==> src/core/rcpg_pkg.sv <==
package rcpg_pkg;
   // ==========================================================
   // Address map and code values
   localparam logic [15:0] RCPG_CODE_ADDR = 16'hffdb;
   localparam logic [15:0] RCPG_AREA1_TOP = 16'hefff;
   localparam logic [7:0] RCPG_CODE_ALL = 8'h00;
   localparam logic [7:0] RCPG_CODE_AREA1 = 8'hfe;
   localparam logic [7:0] RCPG_CODE_NONE = 8'hff;

   // ==========================================================
   // Types
   typedef enum logic [1:0]
   {
      RCPG_FETCH = 2'b00,
      RCPG_WAIT = 2'b01,
      RCPG_READY = 2'b11
   } rcpg_state_type;

   typedef enum logic [1:0]
   {
      RCPG_PROT_NONE = 2'b00,
      RCPG_PROT_AREA1 = 2'b01,
      RCPG_PROT_ALL = 2'b10
   } rcpg_prot_type;

   typedef struct packed
   {
      logic valid;
      logic write;
      logic [15:0] addr;
      logic [7:0] wdata;
   } rcpg_req_type;

   typedef struct packed
   {
      logic valid;
      logic refused;
      logic [7:0] rdata;
   } rcpg_rsp_type;
endpackage

==> src/core/rcpg_gate.sv <==
// Contract
// The byte at the fixed protect address is the protect code.
// Enabling codes refuse programmer reads and writes of covered region.
// Partial region runs from ROM start through the upper boundary.
// One code protects all, one protects partial region, one none; the gate protects all for every code other than ff and fe.
// ROM image must hold the disabled value at the code location.
// Software initialises RAM before use; contents undefined after reset.
// Code is evaluated before any access and applies to all of them.
module rcpg_gate
   import rcpg_pkg::*;
(
   input wire logic i_core_clk,
   input wire logic i_srst,
   input wire logic i_ce,
   input wire rcpg_req_type i_prog_req,
   output logic o_prog_ready,
   output rcpg_rsp_type o_prog_rsp,
   output logic o_rom_en,
   output logic o_rom_we,
   output logic [15:0] o_rom_addr,
   output logic [7:0] o_rom_wdata,
   input wire logic [7:0] i_rom_rdata,
   output rcpg_prot_type o_prot_mode,
   output logic o_code_valid
);
   // ==========================================================
   // Protect decoding
   function automatic rcpg_prot_type decode_code(input logic [7:0] code);
      rcpg_prot_type m;
      m = RCPG_PROT_ALL;
      if (code == RCPG_CODE_NONE)
      begin
         m = RCPG_PROT_NONE;
      end
      else if (code == RCPG_CODE_AREA1)
      begin
         m = RCPG_PROT_AREA1;
      end
      return m;
   endfunction

   function automatic logic is_blocked(input rcpg_prot_type m,
                                       input logic [15:0] a);
      logic b;
      b = 1'b0;
      if (m == RCPG_PROT_ALL)
      begin
         b = 1'b1;
      end
      else if (m == RCPG_PROT_AREA1)
      begin
         b = (a <= RCPG_AREA1_TOP);
      end
      return b;
   endfunction

   rcpg_state_type state;
   rcpg_state_type next_state;
   rcpg_prot_type prot;
   rcpg_rsp_type rsp;
   logic pend;
   logic pend_write;

   // ==========================================================
   // Request decode
   wire logic ready_w = (state == RCPG_READY) && !pend;
   wire logic take_w = i_ce && ready_w && i_prog_req.valid;
   wire logic block_w = is_blocked(prot, i_prog_req.addr);
   wire logic fetch_w = i_ce && (state == RCPG_FETCH);

   assign o_prog_ready = ready_w;
   assign o_prog_rsp = rsp;
   assign o_prot_mode = prot;
   assign o_code_valid = (state == RCPG_READY);
   assign o_rom_en = fetch_w || (take_w && !block_w);
   assign o_rom_we = take_w && !block_w && i_prog_req.write;
   assign o_rom_addr = fetch_w ? RCPG_CODE_ADDR : i_prog_req.addr;
   assign o_rom_wdata = i_prog_req.wdata;

   always_comb
   begin
      next_state = state;
      case (state)
         RCPG_FETCH: next_state = RCPG_WAIT;
         RCPG_WAIT: next_state = RCPG_READY;
         default: next_state = RCPG_READY;
      endcase
   end

   // ==========================================================
   // State and responses
   always_ff @(posedge i_core_clk)
   begin
      if (i_srst)
      begin
         state <= RCPG_FETCH;
         prot <= RCPG_PROT_ALL;
         pend <= 1'b0;
         pend_write <= 1'b0;
         rsp <= '0;
      end
      else if (i_ce)
      begin
         state <= next_state;
         rsp.valid <= 1'b0;
         if (state == RCPG_WAIT)
         begin
            prot <= decode_code(i_rom_rdata);
         end
         pend <= take_w && !block_w && !i_prog_req.write;
         pend_write <= 1'b0;
         if (take_w && (block_w || i_prog_req.write))
         begin
            rsp.valid <= 1'b1;
            rsp.refused <= block_w;
            rsp.rdata <= '0;
         end
         else if (pend)
         begin
            rsp.valid <= 1'b1;
            rsp.refused <= 1'b0;
            rsp.rdata <= i_rom_rdata;
         end
      end
   end
endmodule

==> config.mk <==
export PLATFORM = sky130hd
export DESIGN_NAME = rcpg_gate
export DESIGN_NICKNAME = d
export VERILOG_FILES = /design/src/core/rcpg_pkg.sv /design/src/core/rcpg_gate.sv
export SDC_FILE = /design/constraint.sdc
export NUM_CORES = 1
export LEC_CHECK = 0
export BUFFER_PORTS_ARGS = -buffer_cell sky130_fd_sc_hd__buf_2
export CORE_AREA = 4 4 53 55
export CTS_BUF_LIST = sky130_fd_sc_hd__clkbuf_4
export DETAILED_ROUTE_END_ITERATION = 10
export DIE_AREA = 0 0 57 59
export PLACE_DENSITY = 0.78
export RECOVER_POWER = 25
export SLEW_MARGIN = 10
export SYNTH_ARGS = -nofsm -noshare
export SYNTH_HDL_FRONTEND = slang
export SYNTH_SLANG_ARGS = --single-unit
==> constraint.sdc <==
create_clock -name i_core_clk -period 1.5 [get_ports i_core_clk]
set_input_delay 0.3 -clock i_core_clk [delete_from_list [all_inputs] [get_ports i_core_clk]]
set_output_delay 0.3 -clock i_core_clk [all_outputs]
set_load 0.01 [all_outputs]
==> results of run 1 <==
[timing repair]
item	CTS	global route
hold buffers	0	0
cloned	1	0
buffers inserted	6	0
setup endpoints to repair	18	19
gates resized for setup	21	3
pin swaps	4	1
[flip-flops by register name, summed over array words and instances, names as in the netlist]
name and flops:
state 2, o_prog_rsp 10, o_prot_mode 2, pend 1
[routing by layer]
metal,vias to the layer above,routed length (um),track usage (%)
li1,463,-,-
met1,444,971,15.7
met2,58,1360,31.2
met3,4,324,5.23
met4,0,24,2.98
met5,-,0,0
[logic make-up (layout without fill, tap and decap cells)]
group,Yosys count,count (layout),share of synthesized area (%)
flip-flops,15,15,35.2
multiplexers,9,9,10.6
buffers and inverters,13,78,10.3
AO/OA/AOI/OAI,18,18,13.5
AND/OR/NAND/NOR,41,41,30.5
[path summary, 6_finish.rpt]
kind                                startpoint             end
worst min-delay path            i_rom_rdata[0]   o_prog_rsp[0]
worst max register to register        state[0]  o_prot_mode[0]
worst min register to register   o_prog_rsp[8]   o_prog_rsp[8]
worst max-delay path                  state[1]   o_rom_addr[5]
[stage by stage]
stage	power, mW	TNS, ns
2_1_floorplan	0.536	0
3_3_place_gp	0.604	0
3_5_place_dp	0.609	0
4_1_cts	0.897	-1.83
5_1_grt	0.935	-2.65
6_report	0.889	-1.66
[power by group]
group          internal (mW)  leakage, nW  switching [mW]  total (mW)
clock                  0.121       0.0184           0.124       0.245
combinational          0.130        0.592           0.103       0.233
sequential             0.403        0.123         0.00691       0.410
[cells in the mapped netlist, types with 2 or more instances]
cell and count:
a21oi_1 10, a31o_2 2, and2b_1 2, and3_1 2, and4_1 2, buf_4 8, clkbuf_1 2, dfxtp_1 15
mux2i_1 9, nand2_1 3, nand2b_1 2, nand3_1 3, nor2_1 5, nor3b_1 2, o211ai_1 2, or2_2 14
[cell type report]
class	count	share of cell area [%]
Multi-Input combinational cell	68	37.1
Timing Repair Buffer	73	34.2
Sequential cell	15	23.4
Tap cell	30	2.82
Clock buffer	4	2.25
Inverter	1	0.282
[worst max-delay path, cell delays in order, from the launching register on]
cell and delay (ns):
dfxtp_4 0.36, nor3b_4 0.23, buf_6 0.15, and2b_1 0.18
buf_2 0.13
==> results.yml, run 1 <==
floorplan:
  die_width_um: 57
  rows: 18
  initial_core_util_pct: 35.7
  core_area_um2: 2390
  die_y_um: 59
  dieArea_um2: 3360
  ioPinCount: 77
detailed_routing:
  wirelength_mm: 2.68
  vias_per_cell: 5.07
  routedWlPerCell_um: 14.0
  drcViolationCount: 0
  drt-initial-drc-count: 21
  vias: 969
  ant_nets: 0
  first_pass_iters: 3
yosys:
  synth_area_per_cell_um2: 8.89
  yosysUniqueCellTypes: 29
  syn-num-nets: 133
  synth_top_area_cell: "dfxtp_1"
  syn_area_um2: 853
  yosys_warnings: 0
  async_flop_share_pct: 0
  synthTopCellsByArea: "dfxtp_1, mux2i_1, or2_2"
  ys_ff_latch: 15
  ys.flop_type: "dfxtp_1"
  syn_inst: 96
  yosysTopAreaCellShare_pct: 35.2
  synth_edf_count: 0
  ys_seq_area_share_pct: 35.2
clock_tree:
  htreeDepth: 1
  cts_sinks: 15
  cts_made_buffers: 3
  path_clk_slew_ns: 0.08
  root_buffer: "clkbuf_4"
  clock_latency_ns: 0.28
  cts_tree: "yes"
  clockBufferDepth: 2
cells_and_area:
  regArea_um2: 312
  fillers: 208
  final_util_pct: 55.8
  layout.nets: 199
  final_common_cell: "buf_2"
  fin_area_um2: 1330
  final_cell_mix: "buf_2, or2_2, buf_4"
  syn_to_final_growth_pct: 56.2
  multi_input_comb_area_um2: 494
  instances_no_fill: 191
  antennaDiodeCount: 0
  drive_above_1_share_pct: 64.0
place:
  place.gp.congestion: 0.812
  dpl_cell_area_um2: 1160
  hpwlAfterDp_mm: 1.98
  dp_worst_setup_slack_ns: 0.0678
  io_buffers: 60
  dp_cells: 181
grt:
  antenna_found_initial: 0
  gr-total-overflow: 0
  grt_pass1_wl_mm: 4.22
  grt_max_degree: 11
  track_usage_pct: 15.6
  grt_pass1_vias: 982
sta:
  rsz0062_at_grt: "true"
  fin_crit_ns: 1.63
  holdWs_ns: 0.291
  layout_setup_ws_ns: -0.134
  period_share_pct: 109
  slew_headroom_pct: 87.3
  hold_violations: 0
  timing.fmax_ghz: 0.612
  finalClockSkew_ns: 0.00129
  slew_violations: 0
  setup_viol: 18
  tightest_slew_ns: 0.185
critical_path:
  reg2reg_depth: 5
  crit_path_max_fanout: 9
  crit_required_ns: 1.20
  cp-end-kind: "output pin"
  start_kind: "flip-flop"
  reg2reg_slack_ns: 0.07
  arrival_ns: 1.33
  critical_path_class: "flip-flop to output pin"
power_and_ir_drop:
  vdd_drop_max_mv: 0.425
  power_density_nw_per_um2: 667
  leakage_nw: 0.734
flow_run:
  max_cap_violations: 0
worst_hold_path:
  worstHoldPathType: "input pin to flip-flop"
  holdPathStages: 3
status:
  failed_checks: "setup timing"
  outcome: "complete, but fails checks"
Note: power is estimated with default switching activity, not from simulation.
==> run 2: changes to the inputs <==
--- a/config.mk
+++ b/config.mk
@@ -10,2 +10,3 @@
 export CTS_BUF_LIST = sky130_fd_sc_hd__clkbuf_4
+export CTS_CLUSTER_SIZE = 16
 export DETAILED_ROUTE_END_ITERATION = 10
@@ -14,2 +15,3 @@
 export RECOVER_POWER = 25
+export SKIP_CTS_REPAIR_TIMING = 1
 export SLEW_MARGIN = 10
==> constraint.sdc (replaced) <==
create_clock -name i_core_clk -period 1.5 [get_ports i_core_clk]
set_input_delay 0 -clock i_core_clk [delete_from_list [all_inputs] [get_ports i_core_clk]]
set_output_delay 0 -clock i_core_clk [all_outputs]
set_load 0.01 [all_outputs]
==> results.yml, run 2 (synthesis gave the netlist of run 1 again) <==
status:
  outcome: "complete, but fails checks"
  failed_checks: "hold timing"
floorplan:
  core_area_um2: 2390
  dieArea_um2: 3360
  ioPinCount: 77
  die_y_um: 59
  initial_core_util_pct: 35.7
  rows: 18
  die_width_um: 57
cells_and_area:
  layout.nets: 191
  antennaDiodeCount: 0
  final_cell_mix: "buf_2, or2_2, dfxtp_1, a21oi_1, mux2i_1"
  drive_above_1_share_pct: 54.9
  largest_register_ffs: 10
  final_common_cell: "buf_2"
  syn_to_final_growth_pct: 39.0
  fin_area_um2: 1190
  fillers: 240
grt:
  grt_max_degree: 18
  grt_pass1_wl_mm: 3.62
  grt_pass1_vias: 831
  gr-total-overflow: 0
  track_usage_pct: 13.6
  antenna_found_initial: 0
clock_tree:
  cts_sinks: 15
  root_buffer: "clkbuf_4"
  htreeDepth: 1
  clock_latency_ns: 0.29
  clockBufferDepth: 2
  cts_made_buffers: 3
  path_clk_slew_ns: 0.10
  cts_tree: "yes"
critical_path:
  arrival_ns: 1.43
  reg2reg_depth: 3
  slowest_stage: "dfxtp_4"
  crit_start: "state[0]"
  r2r-start: "state[1]"
  worst_r2r_endpoint: "o_prot_mode[0]"
  path_cells: "and3b_2 -> and3_1 -> a21o_1 -> buf_2"
  cp-end-kind: "output pin"
  cp-endpoint: "o_rom_en"
  reg2reg_slack_ns: 0.29
  cp_slowest_stage_delay_ns: 0.38
  critical_path_class: "flip-flop to output pin"
  start_kind: "flip-flop"
  crit_path_max_fanout: 6
  crit_required_ns: 1.50
place:
  place.gp.congestion: 0.756
  hpwlAfterDp_mm: 1.88
  io_buffers: 60
  dpl_cell_area_um2: 1120
detailed_routing:
  wirelength_mm: 2.30
  vias: 884
  ant_nets: 0
  drt-initial-drc-count: 19
  first_pass_iters: 4
  vias_per_cell: 4.83
  routedWlPerCell_um: 12.5
  drcViolationCount: 0
worst_hold_path:
  worstHoldPathType: "input pin to flip-flop"
sta:
  period_share_pct: 95.4
  slew_violations: 0
  setup_viol: 0
  hold_violations: 5
  slew_headroom_pct: 68.9
  timing.setup.tns_ns: 0
  tightest_slew_ns: 0.465
  holdWs_ns: -0.00667
  finalClockSkew_ns: 0.00975
  rsz0062_at_grt: "false"
  timing.fmax_ghz: 0.699
  fin_crit_ns: 1.43
power_and_ir_drop:
  vdd_drop_max_mv: 0.704
  power_density_nw_per_um2: 701
  leakage_nw: 0.645
flow_run:
  max_cap_violations: 0
[run 2: how the worst min path moves through the flow]
stage	startpoint	endpoint	slack [ns]	depth (start not counted)
6_report	i_rom_rdata[1]	o_prog_rsp[1]	-0.007	3
5_1_grt	i_prog_req[0]	o_rom_wdata[0]	0.00002	0
4_1_cts	i_srst	o_prot_mode[0]	-0.03	2
3_5_place_dp	i_prog_req[5]	o_rom_wdata[5]	0.00007	0
3_3_place_gp	i_prog_req[5]	o_rom_wdata[5]	0.00007	0
2_1_floorplan	i_prog_req[0]	o_rom_wdata[0]	0.09	1
[run 2: power by group]
part           internal (mW)  leakage [nW]  switching (mW)
registers              0.404         0.123         0.00710
logic                 0.0969         0.508          0.0867
clock network          0.101        0.0139           0.136
[run 2: layout make-up]
class                      count  area (um^2)  area share [%]
sequential                    15          307            25.8
timing repair buffer          65          342            28.8
clock inverter                 1         7.51           0.633
multi-input combinational     68          467            39.3
inverter                       1         3.75           0.316
clock buffer                   3         22.5            1.90
tap                           30         37.5            3.16
[run 2: critical path: cells and delay by family, from the launching register on]
| kind | cells | cell delay (ns) |
|---|---|---|
| AND/OR/NAND/NOR | 2 | 0.44 |
| flip-flops | 1 | 0.38 |
| buffers and inverters | 1 | 0.14 |
| AO/OA/AOI/OAI | 1 | 0.19 |
[run 2: metal layers]
metal,global-route usage [%],up-vias,routed length [um]
met4,1.99,0,0
met5,0,-,0
met2,24.6,55,1080
met3,7.19,0,327
li1,-,445,-
met1,14.2,384,890
[run 2: through the flow]
stage	setup WS, ns	util (%)	hold slack, ns	instances	total power [mW]
4_1_cts	-0.0269	48.3	-0.0349	180	0.840
2_1_floorplan	0.312	-	0.0918	96	0.536
5_1_grt	0.00432	49.7	0.0000191	183	0.880
6_report	0.0688	49.7	-0.00667	183	0.832
3_5_place_dp	0.251	47.0	0.0000686	176	0.599
3_3_place_gp	0.290	47.0	0.0000686	176	0.596
==> run 3: changes to the inputs <==
Settings changed: CORE_AREA 4 4 53 55 to 4 4 51 53, DIE_AREA 0 0 57 59 to 0 0 55 57, PLACE_DENSITY 0.78 to 0.84, SETUP_SLACK_MARGIN set to 0.02.
Clock period 1.5 ns to 1.8 ns, I/O delays scaled along.
==> results.yml, run 3 (synthesis gave the netlist of run 1 again) <==
critical_path:
  critPathBufInv: 1
  cp_top_family: "simple AND/OR/NAND/NOR gates"
  crit_path_frequent_cell: "and3_1"
  critical_path_class: "flip-flop to output pin"
  reg2reg_slack_ns: 0.47
  start_kind: "flip-flop"
  cp-end-kind: "output pin"
  arrival_ns: 1.50
  slowest_stage: "dfxtp_1"
  crit_required_ns: 1.80
  cp_slowest_stage_delay_ns: 0.46
  crit_path_max_fanout: 6
  path_cells: "and3b_1 -> and3_1 -> and3_1 -> buf_2"
sta:
  fin_crit_ns: 1.50
  slew_violations: 0
  hold_violations: 1
  timing.setup.tns_ns: 0
  tightest_slew_ns: 0.668
  holdWs_ns: -0.00174
  layout_setup_ws_ns: 0.297
  rsz0062_at_grt: "false"
  period_share_pct: 83.5
  timing.fmax_ghz: 0.665
  finalClockSkew_ns: 0.00155
  setup_viol: 0
  slew_headroom_pct: 55.3
power_and_ir_drop:
  vdd_drop_max_mv: 0.376
  leakage_nw: 0.640
  power.total_mw: 0.705
  power_density_nw_per_um2: 608
floorplan:
  die_width_um: 55
  die_y_um: 57
  core_area_um2: 2150
  dieArea_um2: 3140
  ioPinCount: 77
  rows: 17
  initial_core_util_pct: 39.7
detailed_routing:
  first_pass_iters: 4
  routedWlPerCell_um: 13.8
  wirelength_mm: 2.47
  vias: 907
  drcViolationCount: 0
  ant_nets: 0
  vias_per_cell: 5.07
  drt-initial-drc-count: 13
cells_and_area:
  multi_input_comb_area_um2: 465
  antennaDiodeCount: 0
  syn_to_final_growth_pct: 35.8
  regArea_um2: 300
  final_cell_mix: "buf_2, dfxtp_1, or2_2, a21oi_1, mux2i_1"
  drive_above_1_share_pct: 52.3
  largest_register_ffs: 10
  layout.nets: 189
  fillers: 221
  final_common_cell: "buf_2"
  instances_no_fill: 179
place:
  io_buffers: 60
  dp_worst_setup_slack_ns: 0.489
  dp_cells: 173
  place.gp.congestion: 0.796
  hpwlAfterDp_mm: 1.97
worst_hold_path:
  worstHoldPathType: "input pin to flip-flop"
clock_tree:
  path_clk_slew_ns: 0.09
  root_buffer: "clkbuf_4"
  clockBufferDepth: 2
  cts_tree: "yes"
  clock_latency_ns: 0.28
  htreeDepth: 1
  cts_made_buffers: 3
  cts_sinks: 15
status:
  failed_checks: "hold timing"
  outcome: "complete, but fails checks"
grt:
  grt_pass1_vias: 831
  grt_max_degree: 18
  track_usage_pct: 15.1
  gr-total-overflow: 0
  grt_pass1_wl_mm: 3.57
  antenna_found_initial: 0
flow_run:
  max_cap_violations: 0
[run 3: changes by cell type in the layout (fill, tap and decap cells not counted), sizes merged]
cell and delta:
clkinvlp -1, dlygate4sd3 -1, buf -1, clkbuf +1
[run 3: worst paths after layout]
kind | start | endpoint | depth (start not counted)
worst min register to register | o_prog_rsp[8] | o_prog_rsp[8] | 2
worst max register to register | state[0] | o_prot_mode[0] | 3
worst max-delay path | state[0] | o_rom_we | 4
worst min-delay path | i_rom_rdata[3] | o_prog_rsp[3] | 3
[run 3: metal layers]
layer	share of wire, %	GRT usage [%]
met1	36	16.9
met2	48	26.4
met3	16	5.22
met4	0	4.17
met5	0	0
[run 3: worst min-delay path: cells and delay by family]
family	cells	cell delay [ns]
muxes	1	0.06
buffers and inverters	1	0.09
AOI/OAI and AO/OA	1	0.10
[run 3: per-stage QoR]
stage	utilization [%]	hold slack [ns]	cell area (um^2)
CTS	53.2	-0.0217	1140
finish	53.9	-0.00174	1160
detailed placement	51.8	0.0000686	1110
floorplan	-	0.0918	853
global placement	51.8	0.0000686	1110
global route	53.9	0.0000486	1160
[run 3: where the power goes]
part | switching (mW) | internal, mW
logic | 0.0747 | 0.0786
registers | 0.00624 | 0.337
clock network | 0.108 | 0.101
total | 0.189 | 0.516
[run 3: cell type report]
cell class	instances	share of cell area, %
multi-input cells	68	40.2
repair buffers	63	28.0
flip-flops and latches	15	25.9
well taps	28	3.02
clock buffers	4	2.59
inverters	1	0.324
